`src/design/fcsm_pkg.sv`:
```
// constants, register map and types of the cyclic slot mapper
package fcsm_pkg;
  localparam int AXI_AW = 8;
  localparam logic [7:0] REG_CTRL    = 8'h00;
  localparam logic [7:0] REG_DICH    = 8'h04;
  localparam logic [7:0] REG_STATION = 8'h08;
  localparam logic [7:0] REG_STATUS  = 8'h0c;
  localparam logic [7:0] REG_COMP    = 8'h10;
  localparam logic [7:0] REG_COMPST  = 8'h14;
  localparam logic [7:0] REG_AOCH    = 8'h18;

  localparam int N_DO       = 4;
  localparam int N_FUNC     = 4;
  localparam int CH_W       = 11;
  localparam int ADR_W      = 7;
  localparam int FIFO_DEPTH = 4;

  // slot enable bits: bit i stands for slot 10+i
  localparam logic [6:0] CTRL_RST       = 7'h7f;
  localparam int         CFG_AO         = 0;
  localparam int         CFG_DI1        = 1;
  localparam int         CFG_DI2        = 2;
  localparam int         CFG_DO1        = 3;
  localparam int         CTRL_PAUSE_BIT = 8;
  localparam int         DICH2_LSB      = 16;

  localparam logic [CH_W-1:0] CH_SWITCH  = 11'h37d;
  localparam logic [CH_W-1:0] CH_EMPTY   = 11'h37e;
  localparam logic [CH_W-1:0] CH_LOWFLOW = 11'h37f;
  localparam logic [CH_W-1:0] CH_VERIF   = 11'h596;
  localparam logic [CH_W-1:0] AO_CHANNEL = 11'h132;
  localparam logic [CH_W-1:0] DICH1_RST  = 11'h37e;
  localparam logic [CH_W-1:0] DICH2_RST  = 11'h37f;

  localparam logic [ADR_W-1:0] STATION_DEFAULT = 7'h7e;

  localparam int ST_REJ   = 0;
  localparam int ST_FERR  = 1;
  localparam int ST_HWSEL = 2;
  localparam int ST_DRAIN = 3;
  localparam int ST_DOEN  = 4;

  localparam logic [2:0] AO_LEN   = 3'h5;
  localparam logic [2:0] DO_LEN   = 3'h2;
  localparam logic [2:0] SEG_AO   = 3'h0;
  localparam logic [2:0] SEG_DONE = 3'h5;
  localparam logic [2:0] TX_PAIR  = 3'h2;

  localparam logic [7:0] VAL_OFF   = 8'h00;
  localparam logic [7:0] VAL_ON    = 8'h01;
  localparam logic [7:0] STAT_GOOD = 8'h80;
  localparam logic [7:0] STAT_BAD  = 8'h00;

  localparam logic [1:0] RESP_OKAY   = 2'h0;
  localparam logic [1:0] RESP_SLVERR = 2'h2;

  typedef enum logic [1:0] {
    PS_RUN   = 2'b01,
    PS_DRAIN = 2'b10
  } fcsm_pstate_t;

  typedef struct packed {
    logic       last;
    logic [7:0] data;
  } fcsm_rx_t;

  typedef struct packed {
    logic [31:0] value;
    logic [7:0]  status;
  } fcsm_comp_t;

  typedef struct packed {
    logic       enable;
    logic [7:0] status;
  } fcsm_do_t;
endpackage : fcsm_pkg

```
`src/design/fcsm_top.sv`:
```
// byte fifo and the cyclic slot mapper top level
//
// The register offsets and register access over AXI4-Lite were left to the implementer.

// pointer arithmetic wraps, so depth must be a power of two
module fcsm_fifo #(
  parameter int W     = 9,
  parameter int DEPTH = 4
) (
  input  wire logic         clk,
  input  wire logic         sys_rst,
  input  wire logic         in_valid,
  output logic              in_ready,
  input  wire logic [W-1:0] in_data,
  output logic              out_valid,
  input  wire logic         out_ready,
  output logic [W-1:0]      out_data
);
  localparam int PW = $clog2(DEPTH);
  localparam logic [PW:0] FULL = (PW+1)'(DEPTH);

  logic [W-1:0] mem_q [DEPTH];
  logic [PW:0]  wr_q;
  logic [PW:0]  rd_q;
  logic [PW:0]  used;

  assign used      = wr_q - rd_q;
  assign in_ready  = used != FULL;
  assign out_valid = used != '0;
  assign out_data  = mem_q[rd_q[PW-1:0]];

  always_ff @(posedge clk) begin
    if (sys_rst) begin
      wr_q <= '0;
    end else if (in_valid && in_ready) begin
      wr_q <= wr_q + 1'b1;
    end
  end

  always_ff @(posedge clk) begin
    if (in_valid && in_ready) begin
      mem_q[wr_q[PW-1:0]] <= in_data;
    end
  end

  always_ff @(posedge clk) begin
    if (sys_rst) begin
      rd_q <= '0;
    end else if (out_valid && out_ready) begin
      rd_q <= rd_q + 1'b1;
    end
  end
endmodule : fcsm_fifo

module fcsm_top import fcsm_pkg::*; (
  input  wire logic              clk,
  input  wire logic              sys_rst,
  input  wire logic [AXI_AW-1:0] s_axi_awaddr,
  input  wire logic              s_axi_awvalid,
  output logic                   s_axi_awready,
  input  wire logic [31:0]       s_axi_wdata,
  input  wire logic [3:0]        s_axi_wstrb,
  input  wire logic              s_axi_wvalid,
  output logic                   s_axi_wready,
  output logic [1:0]             s_axi_bresp,
  output logic                   s_axi_bvalid,
  input  wire logic              s_axi_bready,
  input  wire logic [AXI_AW-1:0] s_axi_araddr,
  input  wire logic              s_axi_arvalid,
  output logic                   s_axi_arready,
  output logic [31:0]            s_axi_rdata,
  output logic [1:0]             s_axi_rresp,
  output logic                   s_axi_rvalid,
  input  wire logic              s_axi_rready,
  input  wire logic              rx_valid,
  output logic                   rx_ready,
  input  wire fcsm_rx_t          rx_byte,
  input  wire logic              tx_start,
  output logic                   tx_valid,
  input  wire logic              tx_ready,
  output logic [7:0]             tx_data,
  output logic                   tx_last,
  input  wire logic [N_FUNC-1:0] func_active,
  input  wire logic              verif_present,
  input  wire logic              hw_addr_sel,
  output logic [ADR_W-1:0]       station_addr,
  output fcsm_comp_t             comp,
  output logic                   comp_valid,
  output fcsm_do_t [N_DO-1:0]    do_out
);
  function automatic logic [2:0] next_seg(input logic [2:0] from, input logic [4:0] m);
    logic [2:0] r;
    r = SEG_DONE;
    for (int i = 4; i >= 0; i--) begin
      if (m[i] && (3'(i) >= from)) begin
        r = 3'(i);
      end
    end
    return r;
  endfunction : next_seg

  function automatic logic [31:0] merge(input logic [31:0] cur, input logic [31:0] nw,
                                        input logic [3:0] st);
    logic [31:0] r;
    r = cur;
    for (int b = 0; b < 4; b++) begin
      if (st[b]) begin
        r[8*b +: 8] = nw[8*b +: 8];
      end
    end
    return r;
  endfunction : merge

  function automatic logic [15:0] di_pair(input logic [CH_W-1:0] ch,
                                          input logic [N_FUNC-1:0] act, input logic vp);
    logic [15:0] r;
    r = {VAL_OFF, STAT_BAD};
    case (ch)
      CH_SWITCH:  r = {act[0] ? VAL_ON : VAL_OFF, STAT_GOOD};
      CH_EMPTY:   r = {act[1] ? VAL_ON : VAL_OFF, STAT_GOOD};
      CH_LOWFLOW: r = {act[2] ? VAL_ON : VAL_OFF, STAT_GOOD};
      // verification status only exists with the option fitted
      CH_VERIF:   r = vp ? {act[3] ? VAL_ON : VAL_OFF, STAT_GOOD} : {VAL_OFF, STAT_BAD};
      default:    r = {VAL_OFF, STAT_BAD};
    endcase
    return r;
  endfunction : di_pair

  logic              aw_hold_q;
  logic [7:0]        awaddr_q;
  logic              w_hold_q;
  logic [31:0]       wdata_q;
  logic [3:0]        wstrb_q;
  logic              bvalid_q;
  logic [1:0]        bresp_q;
  logic              rvalid_q;
  logic [31:0]       rdata_q;
  logic [1:0]        rresp_q;
  logic [7:0]        wa;
  logic [31:0]       wd;
  logic [3:0]        ws;
  logic              do_wr;
  logic [31:0]       rd_d;
  logic [1:0]        rresp_d;
  logic [6:0]        cfg_q;
  logic              pause_q;
  logic [CH_W-1:0]   dich1_q;
  logic [CH_W-1:0]   dich2_q;
  logic [ADR_W-1:0]  station_q;
  logic              rej_q;
  logic              ferr_q;
  logic [31:0]       w_ctrl;
  logic [31:0]       w_dich;
  logic [31:0]       w_stat;
  fcsm_pstate_t      pst_q;
  logic [2:0]        seg_q;
  logic [2:0]        byte_q;
  logic [4:0]        mask_q;
  logic [4:0]        cm_q;
  logic              commit_q;
  logic [7:0]        ao_sh [5];
  logic [7:0]        do_sh [N_DO][2];
  logic [2:0]        do_idx;
  logic              f_valid;
  logic              f_ready;
  fcsm_rx_t          f_byte;
  logic              pop;
  logic              fin;
  logic              seg_end;
  logic [2:0]        nseg;
  logic              good;
  logic [4:0]        cur_mask;
  fcsm_comp_t        comp_q;
  logic              comp_valid_q;
  fcsm_do_t [N_DO-1:0] do_q;
  logic [2:0]        tx_cnt_q;
  logic [31:0]       tx_sh_q;
  logic              start_ok;
  logic [15:0]       di1;
  logic [15:0]       di2;

  // ---- AXI4-Lite slave: address and data taken in either order
  assign s_axi_awready = !aw_hold_q && !bvalid_q;
  assign s_axi_wready  = !w_hold_q && !bvalid_q;
  assign s_axi_bvalid  = bvalid_q;
  assign s_axi_bresp   = bresp_q;
  assign s_axi_arready = !rvalid_q;
  assign s_axi_rvalid  = rvalid_q;
  assign s_axi_rdata   = rdata_q;
  assign s_axi_rresp   = rresp_q;

  assign wa    = aw_hold_q ? awaddr_q : s_axi_awaddr;
  assign wd    = w_hold_q ? wdata_q : s_axi_wdata;
  assign ws    = w_hold_q ? wstrb_q : s_axi_wstrb;
  assign do_wr = (aw_hold_q || s_axi_awvalid) && (w_hold_q || s_axi_wvalid) && !bvalid_q;

  always_ff @(posedge clk) begin
    if (sys_rst) begin
      aw_hold_q <= 1'b0;
      awaddr_q  <= '0;
      w_hold_q  <= 1'b0;
      wdata_q   <= '0;
      wstrb_q   <= '0;
      bvalid_q  <= 1'b0;
      bresp_q   <= RESP_OKAY;
    end else if (do_wr) begin
      aw_hold_q <= 1'b0;
      w_hold_q  <= 1'b0;
      bvalid_q  <= 1'b1;
      bresp_q   <= (wa <= REG_AOCH && wa[1:0] == 2'h0) ? RESP_OKAY : RESP_SLVERR;
    end else begin
      if (s_axi_awvalid && s_axi_awready) begin
        aw_hold_q <= 1'b1;
        awaddr_q  <= s_axi_awaddr;
      end
      if (s_axi_wvalid && s_axi_wready) begin
        w_hold_q <= 1'b1;
        wdata_q  <= s_axi_wdata;
        wstrb_q  <= s_axi_wstrb;
      end
      if (bvalid_q && s_axi_bready) begin
        bvalid_q <= 1'b0;
      end
    end
  end

  always_comb begin
    rd_d    = '0;
    rresp_d = RESP_OKAY;
    case (s_axi_araddr)
      REG_CTRL: begin
        rd_d[6:0]            = cfg_q;
        rd_d[CTRL_PAUSE_BIT] = pause_q;
      end
      REG_DICH: begin
        rd_d[CH_W-1:0]            = dich1_q;
        rd_d[DICH2_LSB +: CH_W]   = dich2_q;
      end
      REG_STATION: rd_d[ADR_W-1:0] = station_q;
      REG_STATUS: begin
        rd_d[ST_REJ]           = rej_q;
        rd_d[ST_FERR]          = ferr_q;
        rd_d[ST_HWSEL]         = hw_addr_sel;
        rd_d[ST_DRAIN]         = pst_q == PS_DRAIN;
        for (int i = 0; i < N_DO; i++) begin
          rd_d[ST_DOEN+i] = do_q[i].enable;
        end
      end
      REG_COMP:   rd_d = comp_q.value;
      REG_COMPST: rd_d[7:0] = comp_q.status;
      REG_AOCH:   rd_d[CH_W-1:0] = AO_CHANNEL;
      default:    rresp_d = RESP_SLVERR;
    endcase
  end

  always_ff @(posedge clk) begin
    if (sys_rst) begin
      rvalid_q <= 1'b0;
      rdata_q  <= '0;
      rresp_q  <= RESP_OKAY;
    end else if (s_axi_arvalid && !rvalid_q) begin
      rvalid_q <= 1'b1;
      rdata_q  <= rd_d;
      rresp_q  <= rresp_d;
    end else if (rvalid_q && s_axi_rready) begin
      rvalid_q <= 1'b0;
    end
  end

  // ---- configuration registers
  assign w_ctrl = merge({23'h0, pause_q, 1'b0, cfg_q}, wd, ws);
  assign w_dich = merge({5'h0, dich2_q, 5'h0, dich1_q}, wd, ws);
  assign w_stat = merge(32'h0, wd, ws);

  always_ff @(posedge clk) begin
    if (sys_rst) begin
      cfg_q   <= CTRL_RST;
      pause_q <= 1'b0;
      dich1_q <= DICH1_RST;
      dich2_q <= DICH2_RST;
    end else if (do_wr && wa == REG_CTRL) begin
      cfg_q   <= w_ctrl[6:0];
      pause_q <= w_ctrl[CTRL_PAUSE_BIT];
    end else if (do_wr && wa == REG_DICH) begin
      dich1_q <= w_dich[CH_W-1:0];
      dich2_q <= w_dich[DICH2_LSB +: CH_W];
    end
  end

  always_ff @(posedge clk) begin
    if (sys_rst) begin
      station_q <= STATION_DEFAULT;
    end else if (do_wr && wa == REG_STATION && !hw_addr_sel && ws[0]) begin
      station_q <= wd[ADR_W-1:0];
    end
  end
  assign station_addr = station_q;

  // sticky flags: a new event wins over a write-one-to-clear in the same cycle
  always_ff @(posedge clk) begin
    if (sys_rst) begin
      rej_q <= 1'b0;
    end else if (do_wr && wa == REG_STATION && hw_addr_sel && ws[0]) begin
      rej_q <= 1'b1;
    end else if (do_wr && wa == REG_STATUS && w_stat[ST_REJ]) begin
      rej_q <= 1'b0;
    end
  end

  always_ff @(posedge clk) begin
    if (sys_rst) begin
      ferr_q <= 1'b0;
    end else if (pop && pst_q == PS_RUN && (seg_q == SEG_DONE || (fin && !good))) begin
      ferr_q <= 1'b1;
    end else if (do_wr && wa == REG_STATUS && w_stat[ST_FERR]) begin
      ferr_q <= 1'b0;
    end
  end

  // ---- output frame from the master, buffered; the pause bit stalls the parser
  fcsm_fifo #(
    .W     ($bits(fcsm_rx_t)),
    .DEPTH (FIFO_DEPTH)
  ) u_rx_fifo (
    .clk       (clk),
    .sys_rst   (sys_rst),
    .in_valid  (rx_valid),
    .in_ready  (rx_ready),
    .in_data   (rx_byte),
    .out_valid (f_valid),
    .out_ready (f_ready),
    .out_data  (f_byte)
  );

  assign f_ready  = !pause_q;
  assign pop      = f_valid && f_ready;
  assign fin      = pop && f_byte.last;
  assign cur_mask = {cfg_q[6:CFG_DO1], cfg_q[CFG_AO]};
  assign seg_end  = byte_q == ((seg_q == SEG_AO) ? AO_LEN : DO_LEN) - 3'h1;
  assign nseg     = next_seg(seg_q + 3'h1, mask_q);
  assign good     = pst_q == PS_RUN && seg_q != SEG_DONE && seg_end && nseg == SEG_DONE;
  assign do_idx   = seg_q - 3'h1;

  // the slot map is sampled at frame boundaries so a reconfiguration never splits a frame
  always_ff @(posedge clk) begin
    if (sys_rst) begin
      pst_q  <= PS_RUN;
      seg_q  <= SEG_AO;
      byte_q <= '0;
      mask_q <= {CTRL_RST[6:CFG_DO1], CTRL_RST[CFG_AO]};
    end else if (pop) begin
      case (pst_q)
        PS_RUN: begin
          if (fin) begin
            seg_q  <= next_seg(3'h0, cur_mask);
            byte_q <= '0;
            mask_q <= cur_mask;
          end else if (seg_q == SEG_DONE) begin
            pst_q <= PS_DRAIN;
          end else if (seg_end) begin
            seg_q  <= nseg;
            byte_q <= '0;
          end else begin
            byte_q <= byte_q + 3'h1;
          end
        end
        PS_DRAIN: begin
          if (fin) begin
            pst_q  <= PS_RUN;
            seg_q  <= next_seg(3'h0, cur_mask);
            byte_q <= '0;
            mask_q <= cur_mask;
          end
        end
        default: pst_q <= PS_RUN;
      endcase
    end
  end

  always_ff @(posedge clk) begin
    if (pop && pst_q == PS_RUN && seg_q != SEG_DONE) begin
      if (seg_q == SEG_AO) begin
        ao_sh[byte_q] <= f_byte.data;
      end else begin
        do_sh[do_idx[1:0]][byte_q[0]] <= f_byte.data;
      end
    end
  end

  always_ff @(posedge clk) begin
    if (sys_rst) begin
      commit_q <= 1'b0;
      cm_q     <= '0;
    end else begin
      commit_q <= fin && good;
      cm_q     <= mask_q;
    end
  end

  // only whole frames reach the outputs; a malformed one leaves them untouched
  always_ff @(posedge clk) begin
    if (sys_rst) begin
      comp_q       <= '0;
      comp_valid_q <= 1'b0;
    end else begin
      comp_valid_q <= commit_q && cm_q[0];
      if (commit_q && cm_q[0]) begin
        comp_q.value  <= {ao_sh[0], ao_sh[1], ao_sh[2], ao_sh[3]};
        comp_q.status <= ao_sh[4];
      end
    end
  end
  assign comp       = comp_q;
  assign comp_valid = comp_valid_q;

  // four output slots
  // index 0 flow override, 1 zero point, 2 pulse/switch output, 3 start verification
  generate
    for (genvar i = 0; i < N_DO; i++) begin : g_do
      always_ff @(posedge clk) begin
        if (sys_rst) begin
          do_q[i] <= '0;
        end else if (commit_q && cm_q[i+1]) begin
          do_q[i].status <= do_sh[i][1];
          if (do_sh[i][0] == VAL_ON) begin
            do_q[i].enable <= 1'b1;
          end else if (do_sh[i][0] == VAL_OFF) begin
            do_q[i].enable <= 1'b0;
          end
        end
      end
    end
  endgenerate
  assign do_out = do_q;

  // ---- input frame to the master
  assign di1      = di_pair(dich1_q, func_active, verif_present);
  assign di2      = di_pair(dich2_q, func_active, verif_present);
  assign start_ok = tx_start && tx_cnt_q == 3'h0;
  assign tx_valid = tx_cnt_q != 3'h0;
  assign tx_last  = tx_cnt_q == 3'h1;
  assign tx_data  = tx_sh_q[31:24];

  always_ff @(posedge clk) begin
    if (sys_rst) begin
      tx_cnt_q <= '0;
      tx_sh_q  <= '0;
    end else if (start_ok) begin
      tx_cnt_q <= (cfg_q[CFG_DI1] ? TX_PAIR : 3'h0) + (cfg_q[CFG_DI2] ? TX_PAIR : 3'h0);
      tx_sh_q  <= cfg_q[CFG_DI1] ? {di1, di2} : {di2, 16'h0};
    end else if (tx_valid && tx_ready) begin
      tx_cnt_q <= tx_cnt_q - 3'h1;
      tx_sh_q  <= {tx_sh_q[23:0], 8'h00};
    end
  end
endmodule : fcsm_top

```
`config.mk`:
```
export PLATFORM = sky130hd
export DESIGN_NAME = fcsm_top
export DESIGN_NICKNAME = d
export VERILOG_FILES = /design/src/design/fcsm_pkg.sv /design/src/design/fcsm_top.sv
export SDC_FILE = /design/constraint.sdc
export NUM_CORES = 1
export LEC_CHECK = 0
export BUFFER_PORTS_ARGS = -buffer_cell sky130_fd_sc_hd__buf_4
export CORE_AREA = 2 2 220 222
export DETAILED_ROUTE_END_ITERATION = 12
export DIE_AREA = 0 0 222 224
export HOLD_SLACK_MARGIN = 0.12
export PLACE_DENSITY = 0.58
export REMOVE_ABC_BUFFERS = 1
export SKIP_LAST_GASP = 1
export SLEW_MARGIN = 10
export SYNTH_ARGS = -nofsm -noshare
export SYNTH_HDL_FRONTEND = slang
export SYNTH_SLANG_ARGS = --single-unit
```
`constraint.sdc`:
```
create_clock -name clk -period 6.4 [get_ports clk]
set_input_delay 0.32 -clock clk [delete_from_list [all_inputs] [get_ports clk]]
set_output_delay 0.32 -clock clk [all_outputs]
set_load 0.03 [all_outputs]
```
# After elaboration in Yosys (flattened, before gate mapping)
# Memory sizes are Yosys's and may differ from the RTL's. A register that Yosys moved wholly into a read port is not among the register bits.
# Index checks and enable logic that the tools add are counted.
# word_totals
regBits,215
mem_bits_rw,140
input_bits,77
output_inout_bits,136
elab_cells,269
mem_count,3
# memory_table
name,words,width,read_ports,rd_ports_with_merged_regs,write_ports,line,rtl
do_sh,4,16,4,0,1,fcsm_top.sv:162,logic [7:0] do_sh [N_DO][2];
ao_sh,5,8,5,5,1,fcsm_top.sv:161,logic [7:0] ao_sh [5];
u_rx_fifo.mem_q,4,9,1,1,1,fcsm_top.sv:22,logic [W-1:0] mem_q [DEPTH];
# classes
n_addsub,9
order_cmp,8
eq_ne,34
muxes,80
bitwise_logic,3
n_reduce_logical,94
# ops
cell,count
32-bit 2-to-1 mux,3
9-bit case mux with 4 select lines,2
"11-bit by 10-bit == test with 1-bit output, second input constant",6
3-bit 2-to-1 mux,19
7-bit case mux with 7 select lines,1
8-bit logical NOT,6
1-bit logical AND,44
"8-bit by 1-bit == test with 1-bit output, second input constant",4
"8-bit by 4-bit == test with 1-bit output, second input constant",4
1-bit 2-to-1 mux,29
27-bit 2-to-1 mux,1
"8-bit by 5-bit == test with 1-bit output, second input constant",3
"11-bit == test, second input constant",2
11-bit case mux with 2 select lines,1
2-bit 2-to-1 mux,10
2-bit nonzero test,10
"8-bit by 3-bit == test with 1-bit output, second input constant",2
16-bit 2-to-1 mux,1
8-bit 2-to-1 mux,2
2-bit AND reduction,8
3-bit AND reduction,5
"3-bit by 1-bit adder with 3-bit output, second input constant",4
"3-bit != test, second input constant",4
3-bit case mux with 2 select lines,2
34 further kinds,55

# Depth between registers and ports, before layout
# Gate-level depths: netlist of the first run.
# depth
ltp_word,15
mapped_depth,8
ltp_nobuf,7

# By module
# Synthesis of the first run repeated with hierarchy kept, for this count alone.
# hier_totals
cells_unflattened,1354
area_unflattened_um2,14550.2
# modules_own_cells
mod,instances,cells_per_inst,area_each_um2,seq_area_each_um2
fcsm_top,1,1253,12731.0,7467.2
fcsm_fifo,1,101,1819.2,1241.2

# Least setup slack after synthesis of the first run
# No wires, ideal clock.
# synth_path
path_kind,register to register
startpoint,reg u_rx_fifo.wr_q[0]
endpoint,"mem ao_sh[1][0], enable pin"
setup_time_ns,0.383
arrival_time_ns,2.324
t_required_ns,6.017
path_slack_ns,3.692
path_stages_with_launch,8
path_buffers,1
synth_period_minus_slack_ns,2.708
path_cell_list,dfxtp_1 -> inv_1 -> ha_1 -> and2_1 -> clkbuf_1 -> a2111oi_0 -> nand2_1 -> nor3_1
# synth_between
elab_chain_cells,7
# synth_lines
element,line,rtl
start: declaration,fcsm_top.sv:23,logic [PW:0] wr_q;
start signal: assignment,fcsm_top.sv:36,wr_q <= wr_q + 1'b1;
3-bit subtractor,fcsm_top.sv:27,assign used = wr_q - rd_q;
3-bit nonzero test,fcsm_top.sv:29,assign out_valid = used != '0;
1-bit logical AND,fcsm_top.sv:336,assign pop = f_valid && f_ready;
1-bit logical AND (2 in a row),fcsm_top.sv:381,if (pop && pst_q == PS_RUN && seg_q != SEG_DONE) begin
1-bit 2-to-1 mux,fcsm_top.sv:381,
1-bit 2-to-1 mux (not written as such),fcsm_top.sv:383,ao_sh[byte_q] <= f_byte.data;
end: declaration,fcsm_top.sv:161,
# Every way passes these cells.

# Worst setup path in the final report of the first run
# layout_path
startpoint,reg u_rx_fifo.wr_q[0]
endpoint,"mem ao_sh[0][2], enable pin"
# The elaborated chain is that of the path after synthesis.

==> results of run 1 <==
power by group through the flow:
stage | Combinational, mW | Sequential [mW] | Clock (mW)
2_1_floorplan | 0.758 | 2.93 | 0
3_3_place_gp | 1.23 | 2.93 | 0
3_5_place_dp | 1.25 | 2.94 | 0
4_1_cts | 1.28 | 2.89 | 2.30
5_1_grt | 1.39 | 2.91 | 2.40
6_report | 1.28 | 2.89 | 2.24
registers in the layout, indices dropped and copies added (netlist names), 2 cells and up, named ones only:
name             flops
dich2_q             11
byte_q               3
wstrb_q              4
do_sh               64
u_rx_fifo.mem_q     36
mask_q               5
dich1_q             11
s_axi_rdata         32
cm_q                 5
tx_cnt_q             3
cfg_q                7
wdata_q             22
tx_sh_q              7
do_out              36
awaddr_q             8
comp                40
station_addr         7
pst_q                2
ao_sh               40
seg_q                3
u_rx_fifo.rd_q       3
u_rx_fifo.wr_q       3
worst max-delay path: cells and delay by family (launching register included):
| family | cells | cell delay, ns |
|---|---|---|
| AND/OR/NAND/NOR | 2 | 0.99 |
| AO/OA/AOI/OAI | 1 | 0.85 |
| flip-flops | 1 | 0.40 |
| XOR/XNOR | 1 | 0.26 |
| adder cells (fa/ha/maj) | 1 | 0.18 |
| buffers and inverters | 1 | 0.11 |
final timing paths:
kind / start / endpoint / slack, ns / cells past startpoint
worst max-delay path: u_rx_fifo.wr_q[0] / ao_sh[0][2] / 3.23 / 6
worst min-delay path: sys_rst / dich2_q[10] / 0.15 / 2
worst max register to register: u_rx_fifo.wr_q[0] / ao_sh[0][2] / 3.23 / 6
worst min register to register: wdata_q[16] / wdata_q[16] / 0.45 / 2
cells in the final DEF, fill, tap and decap left out, drive strengths merged, types with 5 or more instances in the layout:
master         n
nand2        273
nand2b         5
nand4          7
o211ai        16
nor2b         20
clkbuf        61
inv           31
clkinv        11
dlygate4sd3   49
mux2i         72
mux2          19
o21ai         22
buf          205
nor4          12
a211oi         6
edfxtp       140
a21oi        133
nor2          74
a22oi          7
nand3b         5
mux4          10
conb           8
a221oi        19
dfxtp        225
nor3          26
and2          21
ha            20
nand3         27
per-layer routing:
layer  vias to the layer above  GRT usage [%]  wire length (µm)
met5                         -              0                16
met4                         2           5.08              1080
met3                        73           3.95              2280
met2                       278           26.5             19400
met1                      5307           21.0             18300
li1                       5230              -                 -
through the flow:
step                      hold slack, ns  cells  power (mW)  instance area [µm²]
after floorplan                    0.389   1273        3.68                14200
after global placement             0.438   2093        4.16                16500
after detailed placement           0.445   2093        4.19                16500
after CTS                          0.156   2217        6.48                18300
after global routing               0.177   2217        6.69                18300
final                              0.153   2218        6.41                18300
cells by family (layout without fill, tap and decap cells):
family / after synthesis / in the layout
buffers and inverters: 113 / 358
multiplexers: 101 / 101
XOR/XNOR: 7 / 7
flip-flops: 365 / 365
AND/OR/NAND/NOR: 502 / 502
AO/OA/AOI/OAI: 241 / 241
other: 1 / 9
adder cells (fa/ha/maj): 20 / 20
cell type report:
cell class	count	area (µm²)	area share, %
sequential	365	8710	47.7
inverter	29	109	0.596
tap	615	769	4.21
clock buffer	61	1170	6.41
antenna	1	2.50	0.0137
clock inverter	14	97.6	0.534
timing repair buffer	254	2030	11.1
multi-input combinational	879	5370	29.4
cell usage after synthesis (20+ instances only):
| library cell | count | area (µm²) |
|---|---|---|
| nand2_1 | 273 | 1020 |
| and2_1 | 20 | 125 |
| o21ai_0 | 22 | 110 |
| a21oi_1 | 133 | 666 |
| clkbuf_1 | 56 | 210 |
| nor3_1 | 26 | 130 |
| ha_1 | 20 | 250 |
| mux2i_1 | 72 | 721 |
| inv_1 | 28 | 105 |
| nand3_1 | 27 | 135 |
| nor2b_1 | 20 | 125 |
| nor2_1 | 74 | 278 |
| dfxtp_1 | 225 | 4500 |
| edfxtp_1 | 140 | 4200 |
==> flow_metrics.env, run 1 <==
export IMPL_nets=1667
export IMPL_muxShareOfSynthArea_pct=7.99
export IMPL_cts_buffer_depth=3
export IMPL_synth_compound_area_share_pct=10.5
export IMPL_postRouteAntennaNets=0
export IMPL_start_util_pct=30.6
export IMPL_clockPowerShare_pct=35.0
export IMPL_skew_ns=0.0177
export IMPL_cts_made_buffers=41
export IMPL_worstSetupPathType="flip-flop to flip-flop"
export IMPL_p_switching_mw=1.90
export IMPL_cp_end_kind="flip-flop"
export IMPL_synth_adder_area_share_pct=1.72
export IMPL_die_h_um=224
export IMPL_setup_ws_ns=3.23
export IMPL_max_freq_mhz=315
export IMPL_synth_top_family_by_area="simple AND/OR/NAND/NOR gates"
export IMPL_cts_root_buf="clkbuf_16"
export IMPL_timing_final_crit_period_ns=3.17
export IMPL_maxSlewHeadroom_pct=19.8
export IMPL_grt_overflow=0
export IMPL_clkSinkCount=365
export IMPL_cp_required_ns=6.57
export IMPL_drive_above_1_share_pct=19.3
export IMPL_ys_ff_latch=365
export IMPL_rsz0062_at_grt="false"
export IMPL_swShare_pct=29.6
export IMPL_yosysWarnings=0
export IMPL_worst_ep_arrival_time_ns=3.34
export IMPL_slew_viol_final=0
export IMPL_routabilityCongestion=0.806
export IMPL_period_share_pct=49.5
export IMPL_hold_viol=0
export IMPL_drt_iter0_markers=658
export IMPL_start_kind="flip-flop"
export IMPL_post_drt_wl_per_cell_um=18.5
export IMPL_max_cap_violations=0
export IMPL_core_um2=47300
export IMPL_cp_max_fo=9
export IMPL_synth_seq_area_share_pct=60.0
export IMPL_setup_violations=0
export IMPL_p_int_mw=4.51
export IMPL_viasPerCell=4.91
export IMPL_post_dp_hpwl_um=27800
export IMPL_cts_hold_buf=49
export IMPL_ios=213
export IMPL_antenna_found_initial=1
export IMPL_routed_wl_um=41100
export IMPL_portBuffers=194
export IMPL_drc=0
export IMPL_hold_path_class="primary input to flip-flop"
export IMPL_grt_pass1_wl_um=61600
export IMPL_row_count=80
export IMPL_synth_edff_count=140
export IMPL_path_cells="inv_1, ha_1, nor2b_1, xnor2_2, a2111oi_0, nor2b_1"
export IMPL_syn_area_per_cell_um2=10.7
export IMPL_grt_usage_pct=16.1
export IMPL_synth_main_ff_cell="dfxtp_1"
export IMPL_grt_pass1_vias=10400
export IMPL_dr_pass1_iters=5
export IMPL_pwr_share_comb_pct=19.9
export IMPL_cp_slowest_cell="a2111oi_0"
export IMPL_outcome="completed"
export IMPL_dp_worst_setup_slack_ns=3.26
export IMPL_tns_ns=0
export IMPL_postCtsSetupRepairBufs=0
export IMPL_ir_drop_mv=0.155
export IMPL_clkTransAtPathRegs_ns=0.06
export IMPL_clk_latency_ns=0.56
export IMPL_num_vias=10900
export IMPL_ys_types=70
export IMPL_synth_simple_area_share_pct=16.0
export IMPL_synth_cells=1350
export IMPL_cts_tree="built"
export IMPL_p_leak_nw=6.87
export IMPL_cts_htree_levels=2
export IMPL_slowest_delay_ns=0.85
export IMPL_synth_cell_area_um2=14500
export IMPL_die_w_um=222
export IMPL_worst_pin_slew_ns=1.20
export IMPL_fin_util_pct=38.6
export IMPL_critical_path_most_common_cell="nor2b_1"
export IMPL_grt_max_degree=68
export IMPL_async_reset_ff_share_pct=0
export IMPL_seqPwrFrac_pct=45.1
export IMPL_fill_cells=4609
export IMPL_cts_resized_gates=0
export IMPL_syn_to_final_growth_pct=25.8
export IMPL_power_density_nw_per_um2=351
export IMPL_dieArea_um2=49700
export IMPL_yosys_area_share_xor_xnor_pct=0.474
Note: power is estimated with default switching activity, not from simulation.
==> inputs of run 2 (changes only) <==
ABC_AREA = 1   (was default)
CORE_AREA = 2 2 221 223   (was 2 2 220 222)
DIE_AREA = 0 0 223 225   (was 0 0 222 224)
PLACE_DENSITY = 0.6   (was 0.58)
clock period = 2.66 ns   (was 6.4 ns; I/O delays follow)
==> run 2 against run 1 <==
Sequential share of layout area shrank 1.8 points. Die area grew 0.90%. Register-to-register slack lost 2.9 ns. Clock-buffer cell count shrank 3. Combinational power grew to 3.0 times the previous value. Core utilization grew 1.4 points. Setup slack lost 3.0 ns. Critical path type is now primary input to flip-flop.
==> flow_metrics.env, run 2 <==
export IMPL_syn_area_per_cell_um2=9.15
export IMPL_ios=213
export IMPL_largest_reg_flops=64
export IMPL_worst_ep_arrival_time_ns=2.92
export IMPL_synth_common_cells="nand2_1 (238), nor2_1 (230), dfxtp_1 (225), o21ai_0 (197), inv_1 (166)"
export IMPL_final_cell_mix="nand2_1 (238), buf_4 (232), nor2_1 (230)"
export IMPL_dr_pass1_iters=7
export IMPL_post_dp_hpwl_um=29200
export IMPL_timing_final_crit_period_ns=2.44
export IMPL_synth_area_leaders="dfxtp_1 (31%), edfxtp_1 (29%), o21ai_0 (6.7%), nand2_1 (6.1%), nor2_1 (5.9%)"
export IMPL_ir_drop_mv=0.524
export IMPL_synth_main_ff_cell="dfxtp_1"
export IMPL_outcome="completed"
export IMPL_maxSlewHeadroom_pct=50.8
export IMPL_place_area_um2=17000
export IMPL_cts_buffer_depth=3
export IMPL_critical_path_most_common_cell="dlygate4sd3_1"
export IMPL_async_reset_ff_share_pct=0
export IMPL_stdcell_count=2532
export IMPL_p_leak_nw=7.83
export IMPL_period_share_pct=91.9
export IMPL_start_kind="primary input"
export IMPL_synth_top_cell_area_share_pct=30.6
export IMPL_path_buf_inv=4
export IMPL_yosysTopAreaCell="dfxtp_1"
export IMPL_power_density_nw_per_um2=885
export IMPL_drt_iter0_markers=740
export IMPL_clk_latency_ns=0.56
export IMPL_portBuffers=194
export IMPL_hold_viol=0
export IMPL_cts_tree="built"
export IMPL_antenna_cells=0
export IMPL_cp_end_kind="flip-flop"
export IMPL_layout_commonest_cell="nand2_1"
export IMPL_ys_ff_latch=365
export IMPL_drive_above_1_share_pct=18.4
export IMPL_antenna_found_initial=0
export IMPL_slowest_delay_ns=0.59
export IMPL_ys_types=52
export IMPL_place_inst=2395
export IMPL_cts_root_buf="clkbuf_16"
export IMPL_skew_ns=0.0183
export IMPL_rsz0062_at_grt="false"
export IMPL_grt_max_degree=57
export IMPL_clkTransAtPathRegs_ns=0.06
export IMPL_routabilityCongestion=0.867
export IMPL_num_vias=11900
export IMPL_start_util_pct=30.9
export IMPL_cp_required_ns=3.14
export IMPL_synth_most_common_cell="nand2_1"
export IMPL_die_h_um=225
export IMPL_setup_violations=0
export IMPL_grt_pass1_vias=11600
export IMPL_synth_cell_area_um2=14700
export IMPL_cts_made_buffers=41
export IMPL_fill_cells=4694
export IMPL_regArea_um2=8710
export IMPL_drc=0
export IMPL_slew_viol_final=0
export IMPL_cts_htree_levels=2
export IMPL_synth_edff_count=140
export IMPL_final_cell_area_um2=19000
export IMPL_routed_wl_um=41400
export IMPL_grt_pass1_wl_um=63600
export IMPL_dieArea_um2=50200
export IMPL_clkSinkCount=365
export IMPL_worst_pin_slew_ns=0.733
export IMPL_row_count=80
export IMPL_cp_top_family="buffers and inverters"
export IMPL_grt_usage_pct=16.3
export IMPL_grt_overflow=0
export IMPL_syn_to_final_growth_pct=29.2
export IMPL_max_freq_mhz=409
export IMPL_post_drt_wl_per_cell_um=16.4
export IMPL_cp_slowest_cell="dlygate4sd3_1"
export IMPL_viasPerCell=4.72
export IMPL_synth_seq_area_share_pct=59.2
export IMPL_postRouteAntennaNets=0
export IMPL_max_cap_violations=0
export IMPL_yosysWarnings=0
export IMPL_setup_ws_ns=0.216
export IMPL_core_um2=47500
export IMPL_nets=1981
export IMPL_dp_worst_setup_slack_ns=0.274
export IMPL_worstSetupPathType="primary input to flip-flop"
export IMPL_synth_cells=1607
export IMPL_hold_path_class="primary input to flip-flop"
export IMPL_path_cells="dlygate4sd3_1, buf_4, nor2_1, dlygate4sd3_1, o311ai_0, dlygate4sd3_1, nor2_1, o21ai_0, a21oi_1"
export IMPL_multi_input_area_um2=5030
export IMPL_die_w_um=223
export IMPL_cp_max_fo=4
[run 2: cell count changes after synthesis, sizes merged, moves of 19 or more]
cell    before  now
inv         28  172
and2        21    1
o21ai       22  209
nor2b       20    0
a21oi      133  106
nand2      273  245
a221oi      19    0
nor2        74  238
mux2i       72   10
mux2        19    0
nand3       27   58
[run 2: kinds of logic (layout without fill, tap and decap cells)]
logic type / after synthesis / in the layout / share of synthesized area [%]
adders and majority gates: 20 / 20 / 1.70
other: 1 / 8 / 0.0255
and+or+nand+nor: 590 / 590 / 17.3
DFF: 365 / 365 / 59.2
muxes: 10 / 10 / 0.681
AOI/OAI and AO/OA: 377 / 377 / 14.3
buffers and inverters: 244 / 547 / 6.73
[run 2: power by group]
part           switching, mW  internal (mW)
clock                   2.27           3.56
combinational           2.65           1.18
sequential             0.293           6.86
total                   5.22           11.6
[run 2: layout make-up]
class	instances	area share (%)
inverters	176	3.52
flip-flops and latches	365	45.9
clock buffers	58	6.55
repair buffers	295	12.6
multi-input cells	1005	26.5
well taps	615	4.05
clock inverters	18	0.955
[run 2: metal layers]
metal | GRT usage, % | up-vias | part of all wire [%]
met1 | 20.8 | 5619 | 44
met3 | 3.30 | 67 | 5.5
li1 | - | 5941 | -
met2 | 27.5 | 321 | 48
met4 | 5.91 | 0 | 3.0
met5 | 0 | - | 0
[run 2: worst min-delay path, stage by stage]
cell     delay [ns]
buf_4          0.10
nor3_2         0.08
nand3_1        0.08
nand4_1        0.10
o21ai_1        0.12
a21oi_1        0.06
[run 2: what timing repair did]
item / 4_1_cts / 5_1_grt
endpoints found under the setup margin: 0 / 1
setup buffers: 0 / 0
hold endpoints to repair: 166 / 0
hold buffers: 61 / 0
gates resized for setup: 0 / 1
[run 2: through the flow]
step	utilization (%)	power [mW]	TNS (ns)	hold slack, ns
2_1_floorplan	-	9.44	-4.47	0.202
3_3_place_gp	35.7	10.9	0	0.333
3_5_place_dp	35.7	11.0	0	0.340
4_1_cts	39.9	17.0	0	0.124
5_1_grt	39.9	17.8	0	0.184
6_report	39.9	16.8	0	0.151
[run 2: final timing paths]
check | startpoint | slack [ns] | to | cells after the start
max | s_axi_araddr[0] | 0.22 | s_axi_rdata[3] | 9
min | s_axi_araddr[5] | 0.15 | s_axi_rdata[0] | 6
max reg2reg | u_rx_fifo.wr_q[0] | 0.30 | do_sh[3][0] | 12
min reg2reg | wdata_q[25] | 0.44 | wdata_q[25] | 2
==> inputs of run 3 (changes only) <==
GPL_TIMING_DRIVEN = 0   (was default)
==> run 3 against run 2 <==
Wire length about the same. Sequential power barely moved. Maximum frequency shrank 1.0%. Highest routed layer unchanged. First-iteration DRC count up 20%. Worst hold slack improved by 0.0066 ns. Critical path depth did not move. Cell count fell by 1.1%. Clock-buffer cell count grew 2. Die area unchanged. Sequential share of layout area fell by 0.19 points. Core utilization rose by 0.16 points.
==> flow_metrics.env, run 3 (same netlist as run 2, synthesis figures left out) <==
export IMPL_layout_commonest_cell="nand2_1"
export IMPL_viasPerCell=4.72
export IMPL_clkSinkCount=365
export IMPL_max_freq_mhz=405
export IMPL_critical_path_most_common_cell="nand2_1"
export IMPL_postRouteAntennaNets=0
export IMPL_dieArea_um2=50200
export IMPL_cp_end_kind="flip-flop"
export IMPL_cts_made_buffers=41
export IMPL_worst_pin_slew_ns=1.01
export IMPL_clk_latency_ns=0.56
export IMPL_route_layer_met1_wl_um=18400
export IMPL_drc=0
export IMPL_stdcell_count=2505
export IMPL_power_total_mw=17.2
export IMPL_rr_startpoint="u_rx_fifo.rd_q[1]"
export IMPL_cts_root_buf="clkbuf_16"
export IMPL_die_h_um=225
export IMPL_grt_pass1_wl_um=63600
export IMPL_fin_util_pct=40.1
export IMPL_worstSetupPathType="flip-flop to flip-flop"
export IMPL_grt_pass1_vias=11500
export IMPL_fill_cells=4596
export IMPL_hold_viol=0
export IMPL_syn_to_final_growth_pct=29.7
export IMPL_final_cell_mix="nand2_1 (235), dfxtp_1 (224), nor2_1 (220)"
export IMPL_outcome="completed"
export IMPL_row_count=80
export IMPL_core_um2=47500
export IMPL_grt_usage_pct=16.4
export IMPL_period_share_pct=92.9
export IMPL_place_inst=2365
export IMPL_clkTransAtPathRegs_ns=0.06
export IMPL_hold_path_class="primary input to flip-flop"
export IMPL_routed_wl_um=41500
export IMPL_drive_above_1_share_pct=18.9
export IMPL_r2r_end="u_rx_fifo.mem_q[0][6]"
export IMPL_maxSlewHeadroom_pct=32.5
export IMPL_holdPathStages=5
export IMPL_num_vias=11800
export IMPL_worstHoldEndpoint="s_axi_rdata[28]"
export IMPL_slew_viol_final=0
export IMPL_hold_ws_ns=0.158
export IMPL_post_dp_hpwl_um=28800
export IMPL_cts_tree="built"
export IMPL_routabilityCongestion=0.833
export IMPL_cp_slowest_cell="nor2_1"
export IMPL_cp_max_fo=9
export IMPL_antenna_cells=0
export IMPL_largest_reg_flops=64
export IMPL_cp_required_ns=2.83
export IMPL_grt_overflow=0
export IMPL_dr_wl_met2_um=19600
export IMPL_hp_start="s_axi_araddr[4]"
export IMPL_rsz0062_at_grt="true"
export IMPL_reg2reg_depth=9
export IMPL_tns_ns=0
export IMPL_ios=213
export IMPL_worst_ep_arrival_time_ns=2.64
export IMPL_cp_depth=9
export IMPL_antenna_found_initial=0
export IMPL_start_kind="flip-flop"
export IMPL_max_cap_violations=0
export IMPL_nets=1954
export IMPL_cts_buffer_depth=3
export IMPL_setup_violations=0
export IMPL_power_density_nw_per_um2=904
export IMPL_top_layer="met4"
export IMPL_dr_pass1_iters=5
export IMPL_timing_final_crit_period_ns=2.47
export IMPL_post_drt_wl_per_cell_um=16.6
export IMPL_cts_htree_levels=2
export IMPL_route_met3_wl_um=2090
export IMPL_path_cells="inv_1, ha_1, nand2_1, nand2_1, nand3_1, nand2_1, nand2_1, nand2_1, nor2_1"
export IMPL_grt_max_degree=125
export IMPL_ir_drop_mv=0.629
export IMPL_path_buf_inv=1
export IMPL_skew_ns=0.0145
export IMPL_cp_top_family="simple AND/OR/NAND/NOR gates"
export IMPL_die_w_um=223
export IMPL_drt_iter0_markers=888
export IMPL_portBuffers=194
export IMPL_rrSetupSlack_ns=0.19
export IMPL_start_util_pct=30.9
export IMPL_slowest_delay_ns=0.75
export IMPL_p_leak_nw=7.77
[run 3: cell count changes in the layout (fill, tap and decap cells not counted), sizes merged]
cell         before  now
clkbuf           58   60
clkinv           10   12
buf             234  209
bufinv            3    4
clkinvlp          5    1
dlygate4sd3      61   59
inv             176  175
[run 3: timing repair]
item                                    in CTS  in global routing
endpoints found under the setup margin     108                106
resized for setup                           16                 14
buffers inserted                             5                  0
hold buffers                                59                  0
hold endpoints to repair                   134                  0
gates cloned                                 0                  0
pin swaps                                    3                  0
[run 3: area by class of cell]
class | instances | area, µm² | area share [%]
Sequential cell | 365 | 8710 | 45.7
Multi-Input combinational cell | 1005 | 5240 | 27.5
Timing Repair Buffer | 268 | 2270 | 11.9
Clock buffer | 60 | 1220 | 6.40
Tap cell | 615 | 769 | 4.04
Inverter | 176 | 671 | 3.52
Clock inverter | 16 | 198 | 1.04
[run 3: layer usage]
| layer | vias up | global-route usage, % |
|---|---|---|
| li1 | 5893 | - |
| met4 | 0 | 6.11 |
| met2 | 288 | 27.6 |
| met5 | - | 0 |
| met3 | 83 | 3.40 |
| met1 | 5551 | 20.7 |
[run 3: power by group]
part / internal (mW) / switching, mW / total, mW / leakage [nW]
registers: 6.86 / 0.315 / 7.17 / 3.10
clock network: 3.59 / 2.33 / 5.93 / 0.699
logic: 1.28 / 2.85 / 4.13 / 3.97
[run 3: worst max path at each step]
stage,startpoint,to,slack [ns]
finish,u_rx_fifo.rd_q[1],u_rx_fifo.mem_q[0][6],0.19
global route,u_rx_fifo.rd_q[1],u_rx_fifo.mem_q[0][3],-0.02
CTS,u_rx_fifo.wr_q[0],do_sh[2][13],-0.1
detailed placement,u_rx_fifo.wr_q[0],ao_sh[1][1],-0.61
global placement,sys_rst,u_rx_fifo.wr_q[2],-3.45
floorplan,sys_rst,u_rx_fifo.wr_q[2],-0.33
[run 3: tightest hold or removal path, cell delays in order]
cell,delay [ns]
buf_4,0.12
nand2_1,0.10
nor2_4,0.15
nand2_1,0.09
a21oi_1,0.05
[run 3: per-stage QoR]
stage / setup WS [ns] / instance area [µm²]
floorplan: -0.333 / 14400
global placement: -3.45 / 16600
detailed placement: -0.609 / 16900
CTS: -0.0977 / 19000
global route: -0.0185 / 19100
finish: 0.190 / 19100
